==> src/lft_cfg.svh <==
// lft_cfg.svh: constants of the single-wire frame transmitter and receiver.
// assumes a 100 MHz sys_clk divided down to the timer module clock.
`ifndef LFT_CFG_SVH
`define LFT_CFG_SVH

// ****************************************
// clocking and rate
// ****************************************
`define LFT_SYS_HZ 100000000
`define LFT_MOD_DIV 16
`define LFT_MOD_HZ (`LFT_SYS_HZ / `LFT_MOD_DIV)
`define LFT_BAUD 19200
`define LFT_MAX_BPS 20000
`define LFT_BAUD_DIV (`LFT_MOD_HZ / `LFT_BAUD)
`define LFT_MIN_BAUD_DIV ((`LFT_MOD_HZ + `LFT_MAX_BPS - 1) / `LFT_MAX_BPS)

// ****************************************
// character layout
// ****************************************
`define LFT_BITS_PER_CHAR 8
`define LFT_RX_BITS 10
`define LFT_RX_CMP_HIGH 8'h13
`define LFT_BREAK_BITS 11
`define LFT_IDLE_LEVEL 1'b1
`define LFT_START_LEVEL 1'b0
`define LFT_STOP_LEVEL 1'b1
`define LFT_TOUT_RESET 1'b1

`endif

==> src/lft_pkg.sv <==
// lft_pkg: shared types of the frame transmitter.
// assumes nothing beyond a SystemVerilog compiler.
package lft_pkg;

    typedef logic [7:0] lft_byte_t;

    typedef struct packed {
        logic raw;
        lft_byte_t data;
    } lft_word_t;

    typedef enum logic [1:0] {
        TX_IDLE = 2'b00,
        TX_START = 2'b01,
        TX_SHIFT = 2'b10,
        TX_STOP = 2'b11
    } lft_tx_state_t;

endpackage

==> src/lft_stream_if.sv <==
// lft_stream_if: valid/ready word stream between the design's modules.
// assumes one source and one sink on the same clock.
`timescale 1ns/1ns
`default_nettype none

interface lft_stream_if #(
    parameter int WIDTH = 9
);
    logic valid;
    logic ready;
    logic [WIDTH-1:0] data;

    modport source (output valid, output data, input ready);
    modport sink (input valid, input data, output ready);
endinterface

`default_nettype wire

==> src/lft_buffer.sv <==
// lft_buffer: two-entry word buffer with valid and ready on both sides.
// assumes source and sink on sys_clk; ready and valid come from flops.
`timescale 1ns/1ns
`default_nettype none

module lft_buffer #(
    parameter int WIDTH = 9,
    parameter int DEPTH = 2
) (
    input wire logic sys_clk,
    input wire logic rst,
    input wire logic clk_en,
    lft_stream_if.sink in_s,
    lft_stream_if.source out_s
);
    import lft_pkg::*;

    initial begin
        if (DEPTH != 2 || WIDTH < 1) begin
            $error("lft_buffer serves exactly two entries");
        end
    end

    logic [WIDTH-1:0] mem [DEPTH];
    logic wr_ptr;
    logic rd_ptr;
    logic [1:0] count;
    logic not_full;
    logic not_empty;
    logic push;
    logic pop;
    logic [1:0] next_count;

    assign push = in_s.valid & not_full;
    assign pop = not_empty & out_s.ready;
    assign in_s.ready = not_full;
    assign out_s.valid = not_empty;
    assign out_s.data = mem[rd_ptr];

    always_comb begin
        next_count = count;
        if (push && !pop) begin
            next_count = count + 2'h1;
        end else if (pop && !push) begin
            next_count = count - 2'h1;
        end
    end

    // ****************************************
    // storage
    // ****************************************
    always_ff @(posedge sys_clk) begin
        if (clk_en && push) begin
            mem[wr_ptr] <= in_s.data;
        end
    end

    // ****************************************
    // pointers and flags
    // ****************************************
    always_ff @(posedge sys_clk or posedge rst) begin
        if (rst) begin
            wr_ptr <= 1'b0;
            rd_ptr <= 1'b0;
            count <= 2'h0;
            not_full <= 1'b1;
            not_empty <= 1'b0;
        end else if (clk_en) begin
            if (push) begin
                wr_ptr <= ~wr_ptr;
            end
            if (pop) begin
                rd_ptr <= ~rd_ptr;
            end
            count <= next_count;
            not_full <= (next_count != 2'h2);
            not_empty <= (next_count != 2'h0);
        end
    end

endmodule // lft_buffer

`default_nettype wire

==> src/lft_frame_tx.sv <==
// lft_frame_tx: single-wire frame node, dual 8-bit baud timers and shifters.
// assumes software feeds bytes and sets the rate; pin drives a transceiver.
//
// Function
// - frame opens with at least 13 dominant bit periods of break
// - each byte after break: low start, eight data bits, high stop, no parity
// - data bits leave least significant first
// - sync field is one byte of value 0x55
// - header is break, sync, identifier; response is data then checksum
// - master chooses frames by header; slave decides response direction
// - bus rate at most 20 kbit/s; configured for 19200 baud
// - low byte counts module clocks, toggles output and reloads at zero
// - high byte decrements at each low-byte zero, counting shift edges
// - compare high is bits times two minus one, low is divisor/2 minus one
// - empty flag sets on move into shifter, clears on buffer write
// - transmit timer triggers on empty flag low, enables on buffer write
// - timer disables at count zero; stop bit on disable, start on enable
// - timer output is one when enabled; no timer reset
// - transmit shifter changes on rising shift edge; pin active high
// - second timer clocks a second shifter capturing the input pin
// - break plus sync is 0x00, 0xa0, 0xaa sent raw without framing bits
// - break seen after line dominant for 11 local bit times
`timescale 1ns/1ns
`default_nettype none
`include "lft_cfg.svh"

module lft_frame_tx #(
    parameter int MOD_DIV = `LFT_MOD_DIV
) (
    input wire logic sys_clk,
    input wire logic rst,
    input wire logic clk_en,
    input wire logic wr_valid,
    input wire lft_pkg::lft_byte_t wr_data,
    input wire logic wr_raw,
    output logic wr_ready,
    input wire logic [15:0] baud_divisor,
    input wire logic [3:0] bits_per_character,
    output logic rate_error,
    output logic tx_data_pin,
    output logic tx_busy,
    output logic tx_buffer_empty,
    input wire logic rx_pin,
    output lft_pkg::lft_byte_t rx_data,
    output logic rx_valid,
    output logic rx_frame_error,
    output logic rx_break
);
    import lft_pkg::*;

    initial begin
        if (MOD_DIV < 1 || MOD_DIV > 65536) begin
            $error("lft_frame_tx: MOD_DIV out of range");
        end
    end

    // ****************************************
    // module clock tick and compare value
    // ****************************************
    logic [15:0] pre_cnt;
    logic tick;
    logic [7:0] cmp_low;
    logic [7:0] cmp_high;
    logic [14:0] half_div;

    assign tick = clk_en && (pre_cnt == 16'h0000);
    assign half_div = baud_divisor[15:1];
    assign cmp_low = 8'(half_div - 15'h0001);
    assign cmp_high = 8'({4'h0, bits_per_character} * 8'h02 - 8'h01);

    always_ff @(posedge sys_clk or posedge rst) begin
        if (rst) begin
            pre_cnt <= 16'h0000;
        end else if (clk_en) begin
            if (pre_cnt == 16'h0000) begin
                pre_cnt <= 16'(MOD_DIV - 1);
            end else begin
                pre_cnt <= pre_cnt - 16'h0001;
            end
        end
    end

    // too fast, or low byte cannot hold the half divisor
    always_ff @(posedge sys_clk or posedge rst) begin
        if (rst) begin
            rate_error <= 1'b0;
        end else if (clk_en) begin
            rate_error <= (baud_divisor < 16'(`LFT_MIN_BAUD_DIV))
                || (half_div > 15'h0100) || (half_div == 15'h0000)
                || (bits_per_character == 4'h0)
                || (bits_per_character > 4'(`LFT_BITS_PER_CHAR));
        end
    end

    // ****************************************
    // write buffer and single-word holding register
    // ****************************************
    lft_stream_if #(.WIDTH(9)) in_if ();
    lft_stream_if #(.WIDTH(9)) out_if ();

    assign in_if.valid = wr_valid;
    assign in_if.data = {wr_raw, wr_data};
    assign wr_ready = in_if.ready;

    lft_buffer #(
        .WIDTH(9),
        .DEPTH(2)
    ) u_buffer (
        .sys_clk(sys_clk),
        .rst(rst),
        .clk_en(clk_en),
        .in_s(in_if.sink),
        .out_s(out_if.source)
    );

    lft_word_t shift_buffer_word;
    logic buf_empty;
    logic tx_load;

    // only pulled while the holding register is empty, so load and fill
    // never meet in one cycle
    assign out_if.ready = buf_empty;
    assign tx_buffer_empty = buf_empty;

    always_ff @(posedge sys_clk or posedge rst) begin
        if (rst) begin
            shift_buffer_word <= '0;
            buf_empty <= 1'b1;
        end else if (clk_en) begin
            if (tx_load) begin
                buf_empty <= 1'b1;
            end else if (buf_empty && out_if.valid) begin
                shift_buffer_word <= out_if.data;
                buf_empty <= 1'b0;
            end
        end
    end

    // ****************************************
    // transmit timer and shifter
    // ****************************************
    lft_tx_state_t tx_state;
    logic [7:0] tx_low;
    logic [7:0] tx_high;
    logic tx_tout;
    logic [7:0] tx_shift;
    logic tx_raw;
    logic tx_phase_end;
    logic tx_compare;

    assign tx_phase_end = tick && (tx_low == 8'h00) && (tx_high == 8'h00);
    assign tx_compare = (tx_state == TX_SHIFT) && tx_phase_end;

    // raw words chain at compare so the break stays unbroken
    always_comb begin
        tx_load = 1'b0;
        if (!buf_empty && !rate_error) begin
            if (tx_state == TX_IDLE) begin
                tx_load = 1'b1;
            end else if (tx_compare && tx_raw && shift_buffer_word.raw) begin
                tx_load = 1'b1;
            end
        end
    end

    always_ff @(posedge sys_clk or posedge rst) begin
        if (rst) begin
            tx_state <= TX_IDLE;
            tx_low <= 8'h00;
            tx_high <= 8'h00;
            tx_tout <= `LFT_TOUT_RESET;
            tx_shift <= 8'h00;
            tx_raw <= 1'b0;
            tx_data_pin <= `LFT_IDLE_LEVEL;
            tx_busy <= 1'b0;
        end else if (clk_en) begin
            if (tx_load) begin
                tx_tout <= 1'b1;
                tx_low <= cmp_low;
                tx_raw <= shift_buffer_word.raw;
                tx_busy <= 1'b1;
                if (shift_buffer_word.raw) begin
                    tx_state <= TX_SHIFT;
                    tx_high <= cmp_high;
                    tx_data_pin <= shift_buffer_word.data[0];
                    tx_shift <= {1'b0, shift_buffer_word.data[7:1]};
                end else begin
                    tx_state <= TX_START;
                    tx_high <= 8'h01;
                    tx_data_pin <= `LFT_START_LEVEL;
                    tx_shift <= shift_buffer_word.data;
                end
            end else begin
                case (tx_state)
                    TX_IDLE: begin
                        tx_tout <= 1'b1;
                        tx_busy <= 1'b0;
                        tx_data_pin <= `LFT_IDLE_LEVEL;
                    end
                    TX_START: begin
                        if (tick && tx_low != 8'h00) begin
                            tx_low <= tx_low - 8'h01;
                        end else if (tick) begin
                            tx_low <= cmp_low;
                            tx_high <= tx_high - 8'h01;
                            if (tx_high == 8'h00) begin
                                tx_state <= TX_SHIFT;
                                tx_high <= cmp_high;
                                tx_data_pin <= tx_shift[0];
                                tx_shift <= {1'b0, tx_shift[7:1]};
                            end
                        end
                    end
                    TX_SHIFT: begin
                        if (tick && tx_low != 8'h00) begin
                            tx_low <= tx_low - 8'h01;
                        end else if (tick) begin
                            tx_low <= cmp_low;
                            tx_tout <= ~tx_tout;
                            tx_high <= tx_high - 8'h01;
                            if (tx_high == 8'h00) begin
                                tx_tout <= 1'b1;
                                tx_low <= cmp_low;
                                tx_high <= 8'h01;
                                tx_data_pin <= `LFT_STOP_LEVEL;
                                tx_state <= tx_raw ? TX_IDLE : TX_STOP;
                            end else if (!tx_tout) begin
                                tx_data_pin <= tx_shift[0];
                                tx_shift <= {1'b0, tx_shift[7:1]};
                            end
                        end
                    end
                    TX_STOP: begin
                        tx_data_pin <= `LFT_STOP_LEVEL;
                        if (tick && tx_low != 8'h00) begin
                            tx_low <= tx_low - 8'h01;
                        end else if (tick) begin
                            tx_low <= cmp_low;
                            tx_high <= tx_high - 8'h01;
                            if (tx_high == 8'h00) begin
                                tx_state <= TX_IDLE;
                            end
                        end
                    end
                    default: begin
                        tx_state <= TX_IDLE;
                    end
                endcase
            end
        end
    end

    // ****************************************
    // receive pin synchroniser
    // ****************************************
    logic rx_s1;
    logic rx_s2;
    logic rx_s3;
    logic rx_level;
    logic rx_level_d;

    always_ff @(posedge sys_clk or posedge rst) begin
        if (rst) begin
            rx_s1 <= `LFT_IDLE_LEVEL;
            rx_s2 <= `LFT_IDLE_LEVEL;
            rx_s3 <= `LFT_IDLE_LEVEL;
            rx_level <= `LFT_IDLE_LEVEL;
            rx_level_d <= `LFT_IDLE_LEVEL;
        end else if (clk_en) begin
            rx_s1 <= rx_pin;
            rx_s2 <= rx_s1;
            rx_s3 <= rx_s2;
            if (rx_s2 == rx_s3) begin
                rx_level <= rx_s3;
            end
            rx_level_d <= rx_level;
        end
    end

    // ****************************************
    // receive timer and shifter
    // ****************************************
    logic rx_active;
    logic [7:0] rx_low;
    logic [7:0] rx_high;
    logic rx_tout;
    logic [`LFT_RX_BITS-1:0] rx_shift;
    logic [`LFT_RX_BITS-1:0] rx_next_shift;

    assign rx_next_shift = {rx_level, rx_shift[`LFT_RX_BITS-1:1]};

    // samples land on falling shift edges, mid-bit
    always_ff @(posedge sys_clk or posedge rst) begin
        if (rst) begin
            rx_active <= 1'b0;
            rx_low <= 8'h00;
            rx_high <= 8'h00;
            rx_tout <= `LFT_TOUT_RESET;
            rx_shift <= '0;
            rx_data <= 8'h00;
            rx_valid <= 1'b0;
            rx_frame_error <= 1'b0;
        end else if (clk_en) begin
            rx_valid <= 1'b0;
            if (!rx_active) begin
                if (rx_level_d && !rx_level && !rate_error) begin
                    rx_active <= 1'b1;
                    rx_low <= cmp_low;
                    rx_high <= `LFT_RX_CMP_HIGH;
                    rx_tout <= 1'b1;
                end
            end else if (tick && rx_low != 8'h00) begin
                rx_low <= rx_low - 8'h01;
            end else if (tick) begin
                rx_low <= cmp_low;
                rx_tout <= ~rx_tout;
                rx_high <= rx_high - 8'h01;
                if (rx_tout) begin
                    rx_shift <= rx_next_shift;
                end
                if (rx_high == 8'h00) begin
                    rx_active <= 1'b0;
                    rx_data <= rx_shift[8:1];
                    rx_frame_error <= (rx_shift[9] != `LFT_STOP_LEVEL);
                    rx_valid <= 1'b1;
                end
            end
        end
    end

    // ****************************************
    // break detector
    // ****************************************
    logic [8:0] brk_tick_cnt;
    logic [3:0] brk_bit_cnt;
    logic brk_seen;

    // a bit time is two low-byte periods
    always_ff @(posedge sys_clk or posedge rst) begin
        if (rst) begin
            brk_tick_cnt <= 9'h000;
            brk_bit_cnt <= 4'h0;
            brk_seen <= 1'b0;
            rx_break <= 1'b0;
        end else if (clk_en) begin
            rx_break <= 1'b0;
            if (rx_level) begin
                brk_tick_cnt <= 9'h000;
                brk_bit_cnt <= 4'h0;
                brk_seen <= 1'b0;
            end else if (tick && !brk_seen) begin
                if (brk_tick_cnt == {cmp_low, 1'b1}) begin
                    brk_tick_cnt <= 9'h000;
                    brk_bit_cnt <= brk_bit_cnt + 4'h1;
                    if (brk_bit_cnt == 4'(`LFT_BREAK_BITS - 1)) begin
                        brk_seen <= 1'b1;
                        rx_break <= 1'b1;
                    end
                end else begin
                    brk_tick_cnt <= brk_tick_cnt + 9'h001;
                end
            end
        end
    end

endmodule // lft_frame_tx

`default_nettype wire

==> config.mk <==
export PLATFORM = sky130hd
export DESIGN_NAME = lft_frame_tx
export DESIGN_NICKNAME = d
export VERILOG_FILES = /design/src/lft_pkg.sv /design/src/lft_stream_if.sv /design/src/lft_buffer.sv /design/src/lft_frame_tx.sv
export VERILOG_INCLUDE_DIRS = /design/src
export SDC_FILE = /design/constraint.sdc
export NUM_CORES = 1
export LEC_CHECK = 0
export BUFFER_PORTS_ARGS = -buffer_cell sky130_fd_sc_hd__buf_2
export CELL_PAD_IN_SITES_DETAIL_PLACEMENT = 0
export CELL_PAD_IN_SITES_GLOBAL_PLACEMENT = 1
export CORE_MARGIN = 3
export CORE_UTILIZATION = 45
export DETAILED_ROUTE_END_ITERATION = 8
export PLACE_DENSITY = 0.79
export SLEW_MARGIN = 20
export SYNTH_ARGS = -nofsm -noshare
export SYNTH_HDL_FRONTEND = slang
export SYNTH_HIERARCHICAL = 1
export SYNTH_SLANG_ARGS = --single-unit
==> constraint.sdc <==
create_clock -name sys_clk -period 6.8 [get_ports sys_clk]
set_input_delay 0.68 -clock sys_clk [delete_from_list [all_inputs] [get_ports sys_clk]]
set_output_delay 0.68 -clock sys_clk [all_outputs]
set_load 0.01 [all_outputs]
; Yosys cells after proc, flatten, opt, wreduce, memory -nomap -nowiden
; Memory sizes are Yosys's and may differ from the RTL's. A register that Yosys moved wholly into a read port is not among the register bits.
; Cells that the tools add are included.
[totals]
ff_bits = 112
ram_bits = 18
in_bits = 34
n_memories = 1
[mem_list]
columns = name, words, width, read_ports, rd_ports_with_merged_regs, wr, line
row1 = u_buffer.mem, 2, 9, 1, 1, 1, lft_buffer.sv:24  ; logic [WIDTH-1:0] mem [DEPTH];
[op_classes]
addsub = 11
n_lt_le_gt_ge = 3
n_eq_ne = 22
muxes = 99
bitwise_logic = 9
reduce_logical = 69
[ops]
columns = operator, count
row1 = 2-to-1 mux 8 bit, 30
row2 = 2-to-1 mux 1 bit, 43
row3 = "subtractor 8 x 1 -> 8 bit, second input constant", 5
row4 = "inequality test 3 bit, second input constant", 10
row5 = 2-to-1 mux 2 bit, 14
row6 = 2-to-1 mux 9 bit, 3
row7 = zero test 8 bit, 3
row8 = one-hot mux 8 bit (3 select lines), 1
row9 = logical AND 1 bit, 16
row10 = zero test 16 bit, 1
row11 = "less-than comparator 16 x 9 -> 1 bit, second input constant", 1
row12 = 2-to-1 mux 16 bit, 1
row13 = one-hot mux 8 bit (2 select lines), 1
row14 = nonzero test 2 bit, 8
row15 = nonzero test 8 bit, 2
row16 = "subtractor 16 x 1 -> 16 bit, second input constant", 1
row17 = "greater-than comparator 15 x 9 -> 1 bit, second input constant", 1
row18 = zero test 15 bit, 1
row19 = AND reduction 2 bit, 7
row20 = 2-to-1 mux 4 bit, 3
row21 = AND reduction 3 bit, 4
row22 = AND reduction 4 bit, 3
row23 = AND reduction 11 bit, 1
row24 = AND reduction 5 bit, 2
row25 = other kinds (30), 51

; Depth between registers and ports, before layout
[depth]
depth_word = 12
mapped_depth = 11
depth_no_buf = 8

; By module
; Netlist, hierarchy kept.
[modules_own_cells]
columns = mod, n_inst, cells_per_inst, area_each_um2, seq_area_each_um2
row1 = lft_frame_tx, 1, 665, 6505.0, 2864.0
row2 = lft_buffer, 1, 66, 998.5, 691.9

; Worst setup path after synthesis
; No wires, ideal clock.
[synth_timing]
path_kind = input port to flip-flop
start = input baud_divisor[1]
end = register brk_tick_cnt[2]
setup_time_ns = 0.121
arrival_time_ns = 2.615
t_required_ns = 6.679
path_slack_ns = 4.064
cell_stages = 10
path_buffers = 2
path_cell_list = inv_1 > ha_1 > or3b_2 > clkbuf_1 > o31ai_1 > and4b_1 > a31o_2 > clkbuf_1 > nor2_1 > a22o_1
[synth_via]
elab_chain_cells = 5
[synth_rtl]
columns = element, line
row1 = start: declaration, lft_frame_tx.sv:37  ; input wire logic [15:0] baud_divisor,
row2 = subtractor 8 x 1 -> 8 bit, lft_frame_tx.sv:68  ; assign cmp_low = 8'(half_div - 15'h0001);
row3 = == test 9 bit, lft_frame_tx.sv:352  ; if (brk_tick_cnt == {cmp_low, 1'b1}) begin
row4 = 2-to-1 mux 9 bit, lft_frame_tx.sv:352
row5 = 2-to-1 mux 9 bit, lft_frame_tx.sv:351  ; end else if (tick && !brk_seen) begin
row6 = 2-to-1 mux 9 bit, lft_frame_tx.sv:347  ; if (rx_level) begin
row7 = end signal: assignment, lft_frame_tx.sv:360  ; brk_tick_cnt <= brk_tick_cnt + 9'h001;
row8 = end: declaration, lft_frame_tx.sv:334  ; logic [8:0] brk_tick_cnt;
; Every way passes these cells. The select of a mux whose other input is x is not followed.
; A chain may end at the register's enable or synchronous reset.

; Final worst setup path
[layout_timing]
start = register tx_high[0]
end = register tx_raw
[layout_via]
elab_chain_cells = 9
[layout_rtl]
columns = element, line
row1 = start: declaration, lft_frame_tx.sv:144  ; logic [7:0] tx_high;
row2 = start signal: assignment, lft_frame_tx.sv:184  ; tx_high <= cmp_high;
row3 = start signal: assignment, lft_frame_tx.sv:205  ; tx_high <= tx_high - 8'h01;
row4 = start signal: assignment, lft_frame_tx.sv:208  ; tx_high <= cmp_high;
row5 = zero test 8 bit, lft_frame_tx.sv:151  ; assign tx_phase_end = tick && (tx_low == 8'h00) && (tx_high == 8'h00);
row6 = logical AND 1 bit, lft_frame_tx.sv:151
row7 = logical AND 1 bit, lft_frame_tx.sv:152  ; assign tx_compare = (tx_state == TX_SHIFT) && tx_phase_end;
row8 = logical AND 1 bit (2 in series), lft_frame_tx.sv:160  ; end else if (tx_compare && tx_raw && shift_buffer_word.raw) begin
row9 = 2-to-1 mux 1 bit, lft_frame_tx.sv:160
row10 = 2-to-1 mux 1 bit, lft_frame_tx.sv:158  ; if (tx_state == TX_IDLE) begin
row11 = 2-to-1 mux 1 bit, lft_frame_tx.sv:157  ; if (!buf_empty && !rate_error) begin
row12 = AND reduction 2 bit (no source line), --
row13 = end signal: assignment, lft_frame_tx.sv:180  ; tx_raw <= shift_buffer_word.raw;
row14 = end: declaration, lft_frame_tx.sv:147  ; logic tx_raw;
; Every way passes these cells.

==> summary.txt <==
Setup path
  • Crit path arrival time: 3430 ps
  • Flop2flop setup slack: 3680 ps
  • Crit Path Class: flop to flop
  • Req. time, crit path: 7110 ps
  • CP Max Fanout: 14
  • Reg2reg start: tx_high[0]$_DFFE_PP0P_
  • Crit Reg-Reg Endpoint: tx_raw$_DFFE_PP0P_
  • Reg2Reg Depth: 8
  • Critical path origin: tx_high[0]$_DFFE_PP0P_
  • Crit. End Element: flop
  • Critical path startpoint category: flop

Yosys
  • Post-synth EDFFs: 18
  • Area fraction of the dominant cell type after synthesis: 0.367
  • Fraction of the mapped netlist area in simple logic gates: 0.182
  • Most common cell in the netlist: dfrtp_1
  • Synth Instances: 731
  • Post-Synth XOR/XNOR Area: 0.0597
  • Syn Area/Cell: 10.3 um^2
  • FF+latch count, synth: 138
  • Main synth FF type: dfrtp_1
  • Post-synth ARST share: 0.870
  • Netlist cell types: 71
  • Mux cell area share after synthesis: 0.0947
  • Post-Syn Area: 0.00750 mm^2
  • Area share of fa/ha/maj cells after synthesis: 0.0283
  • Main combinational cell family by area after synthesis: simple AND/OR/NAND/NOR gates
  • Post-synth top area cell: dfrtp_1
  • Fraction of the mapped netlist area in compound gates: 0.124
  • Syn_nets: 782
  • Top post-synthesis cells by area: dfrtp_1 37%, edfxtp_1 7.2%, mux2_2 7.2%
  • Register area share after synthesis: 0.474
  • Synthesis Warnings: 6
  • Synth cell count leaders: 110 x dfrtp_1, 67 x nor2_1, 54 x nand2_1

Hold path
  • HP Class: input port to asynchronous set/reset pin

Pwr
  • Total power: 2840 uW
  • Leakage: 0.00370 uW
  • PD cells: 335 mW/mm^2
  • Max rail drop VDD: 0.199 mV

Global route
  • Grt ovf: 0
  • Vias in the first global route: 5610
  • Overall Global Routing Usage: 0.189
  • Initial antenna violation count: 0
  • First-pass GRT wire length: 27900 um
  • Largest net degree at the start of global routing: 76

Timing
  • Fin Clk Skew: 5.74 ps
  • Final Hold Fails: 0
  • Hold Slack: 206 ps
  • Worst slew pin tran: 1000 ps
  • RSZ-0062 raised after global routing: false
  • Slew Viols, Final: 0
  • Period utilization: 0.459
  • Final worst slack: 3680 ps
  • Setup tns final: 0 ps
  • Setup-failing EPs final: 0
  • Tmin final: 3120 ps
  • Slew Limit Headroom: 0.325
  • Fmax: 320 MHz

Clock network
  • CTS Hold Buffers Added: 0
  • Number of CTS-inserted buffers: 17
  • Worst-case clock buffer depth: 2
  • H-tree levels: 4
  • Clk Latency, worst-skew pair: 420 ps
  • CTS tree: yes
  • # resized after CTS: 0
  • Clock root cell: clkbuf_16
  • Clock transition at the registers of the reported paths: 60 ps
  • Post-CTS Setup Inserts: 0
  • Clock Sinks: 138

Final layout
  • Storage cell area: 0.00356 mm^2
  • FILL cells: 1456
  • Share of layout cells above drive strength 1: 0.213
  • Area Overhead vs Synth: 13.1%
  • Multi-input gate area: 0.00367 mm^2
  • Utilization after layout: 0.527
  • Total Nets Final: 823
  • Ant diodes: 0

Detailed routing
  • DR DRC count: 0
  • Via density: 5.64
  • WL/cell: 16.4 um
  • Drt total wl: 16400 um
  • Routed Antenna Nets: 0
  • DR vias: 5650
  • First DRT Iteration DRCs: 418
  • First drt pass iteration count: 4

Floorplanning
  • Starting density of the core: 0.466
  • Core area: 0.0161 mm^2
  • Placement Rows: 46
  • Die area: 0.0183 mm^2
  • Die Ht: 135 um
  • I/O pin count: 50
  • Die Wd: 135 um

Placed design
  • Routability cong.: 0.845
  • DP Worst Slack: 3350 ps
  • Post-DP HPWL: 11600 um
  • # port buffers: 49

Job
  • Max-Cap Viols: 0

Status
  • Status: complete, no violations
-- logic make-up (layout without fill, tap and decap cells) --
logic type,Yosys count,in the layout
and+or+nand+nor,257,257
buffers and inverters,67,121
muxes,65,65
DFF,138,138
xor gates and xnor gates,48,48
AOI/OAI and AO/OA,139,139
adders and majority gates,17,17
-- how the worst max path moves through the flow --
stage | to | slack [ps] | depth (start not counted)
2_1_floorplan | brk_bit_cnt[0]$_DFFE_PP0P_ | 3120 | 1
3_3_place_gp | tx_state[0]$_DFFE_PP0P_ | 3470 | 7
3_5_place_dp | tx_raw$_DFFE_PP0P_ | 3350 | 7
4_1_cts | tx_raw$_DFFE_PP0P_ | 3670 | 8
5_1_grt | tx_raw$_DFFE_PP0P_ | 3480 | 8
6_report | tx_raw$_DFFE_PP0P_ | 3680 | 8
-- critical path, stage by stage (launching register included) --
cell     delay (ps)
dfrtp_1         440
inv_1            80
ha_1            270
or3b_2          530
nor4_4          320
nor4b_4         370
or2_1           490
nand2_1         190
mux2_2          320
-- metal layers --
layer  up-vias  wire length [um]  GRT usage
met5         -                 0          0
met4         0               272     0.0605
met1      2799              8040      0.272
met3        21               496     0.0334
met2       109              7630      0.291
li1       2721                 -          -
-- flip-flops by register name, indices dropped and copies added (netlist names), 2 cells and up --
register and cells:
rx_shift 9, brk_bit_cnt 4, rx_data 8, shift_buffer_word 9, pre_cnt 16, brk_tick_cnt 9
tx_shift 8, u_buffer/count 2, tx_low 8, rx_high 8, rx_low 8, tx_state 2
u_buffer/mem 18, tx_high 8
-- cell type report --
type / instances / area share
multi-input cells: 526 / 0.433
flip-flops and latches: 138 / 0.419
clock buffers: 17 / 0.0501
well taps: 216 / 0.0318
repair buffers: 51 / 0.0307
clock inverters: 15 / 0.0186
inverters: 38 / 0.0171
-- power breakdown --
part           internal, uW  total, uW  switching [uW]  leakage [uW]
combinational           329        698             368       0.00175
clock                   520        914             394      0.000283
sequential             1030       1230             200       0.00167
total                  1880       2840             963       0.00370
-- cells in the final DEF (no fill, tap or decap), drive strengths merged, types with 8 or more instances in the layout --
cell	count
o21ai	35
nand3	24
o22a	13
nor4	15
mux2	48
mux2i	17
edfxtp	18
a31oi	15
a21oi	28
or3	13
o21a	9
nand2b	9
xnor2	26
nand2	54
ha	17
clkbuf	17
dfstp	10
nor2	67
xor2	20
dfrtp	110
nand4	8
inv	48
nor3	20
buf	51
-- metrics by stage --
stage / area (um^2) / cells
floorplan: 7500 / 731
global placement: 7900 / 969
detailed placement: 7900 / 969
CTS: 8480 / 1001
global route: 8490 / 1001
finish: 8490 / 1001
No activity file was read; power rests on OpenSTA's default activity.
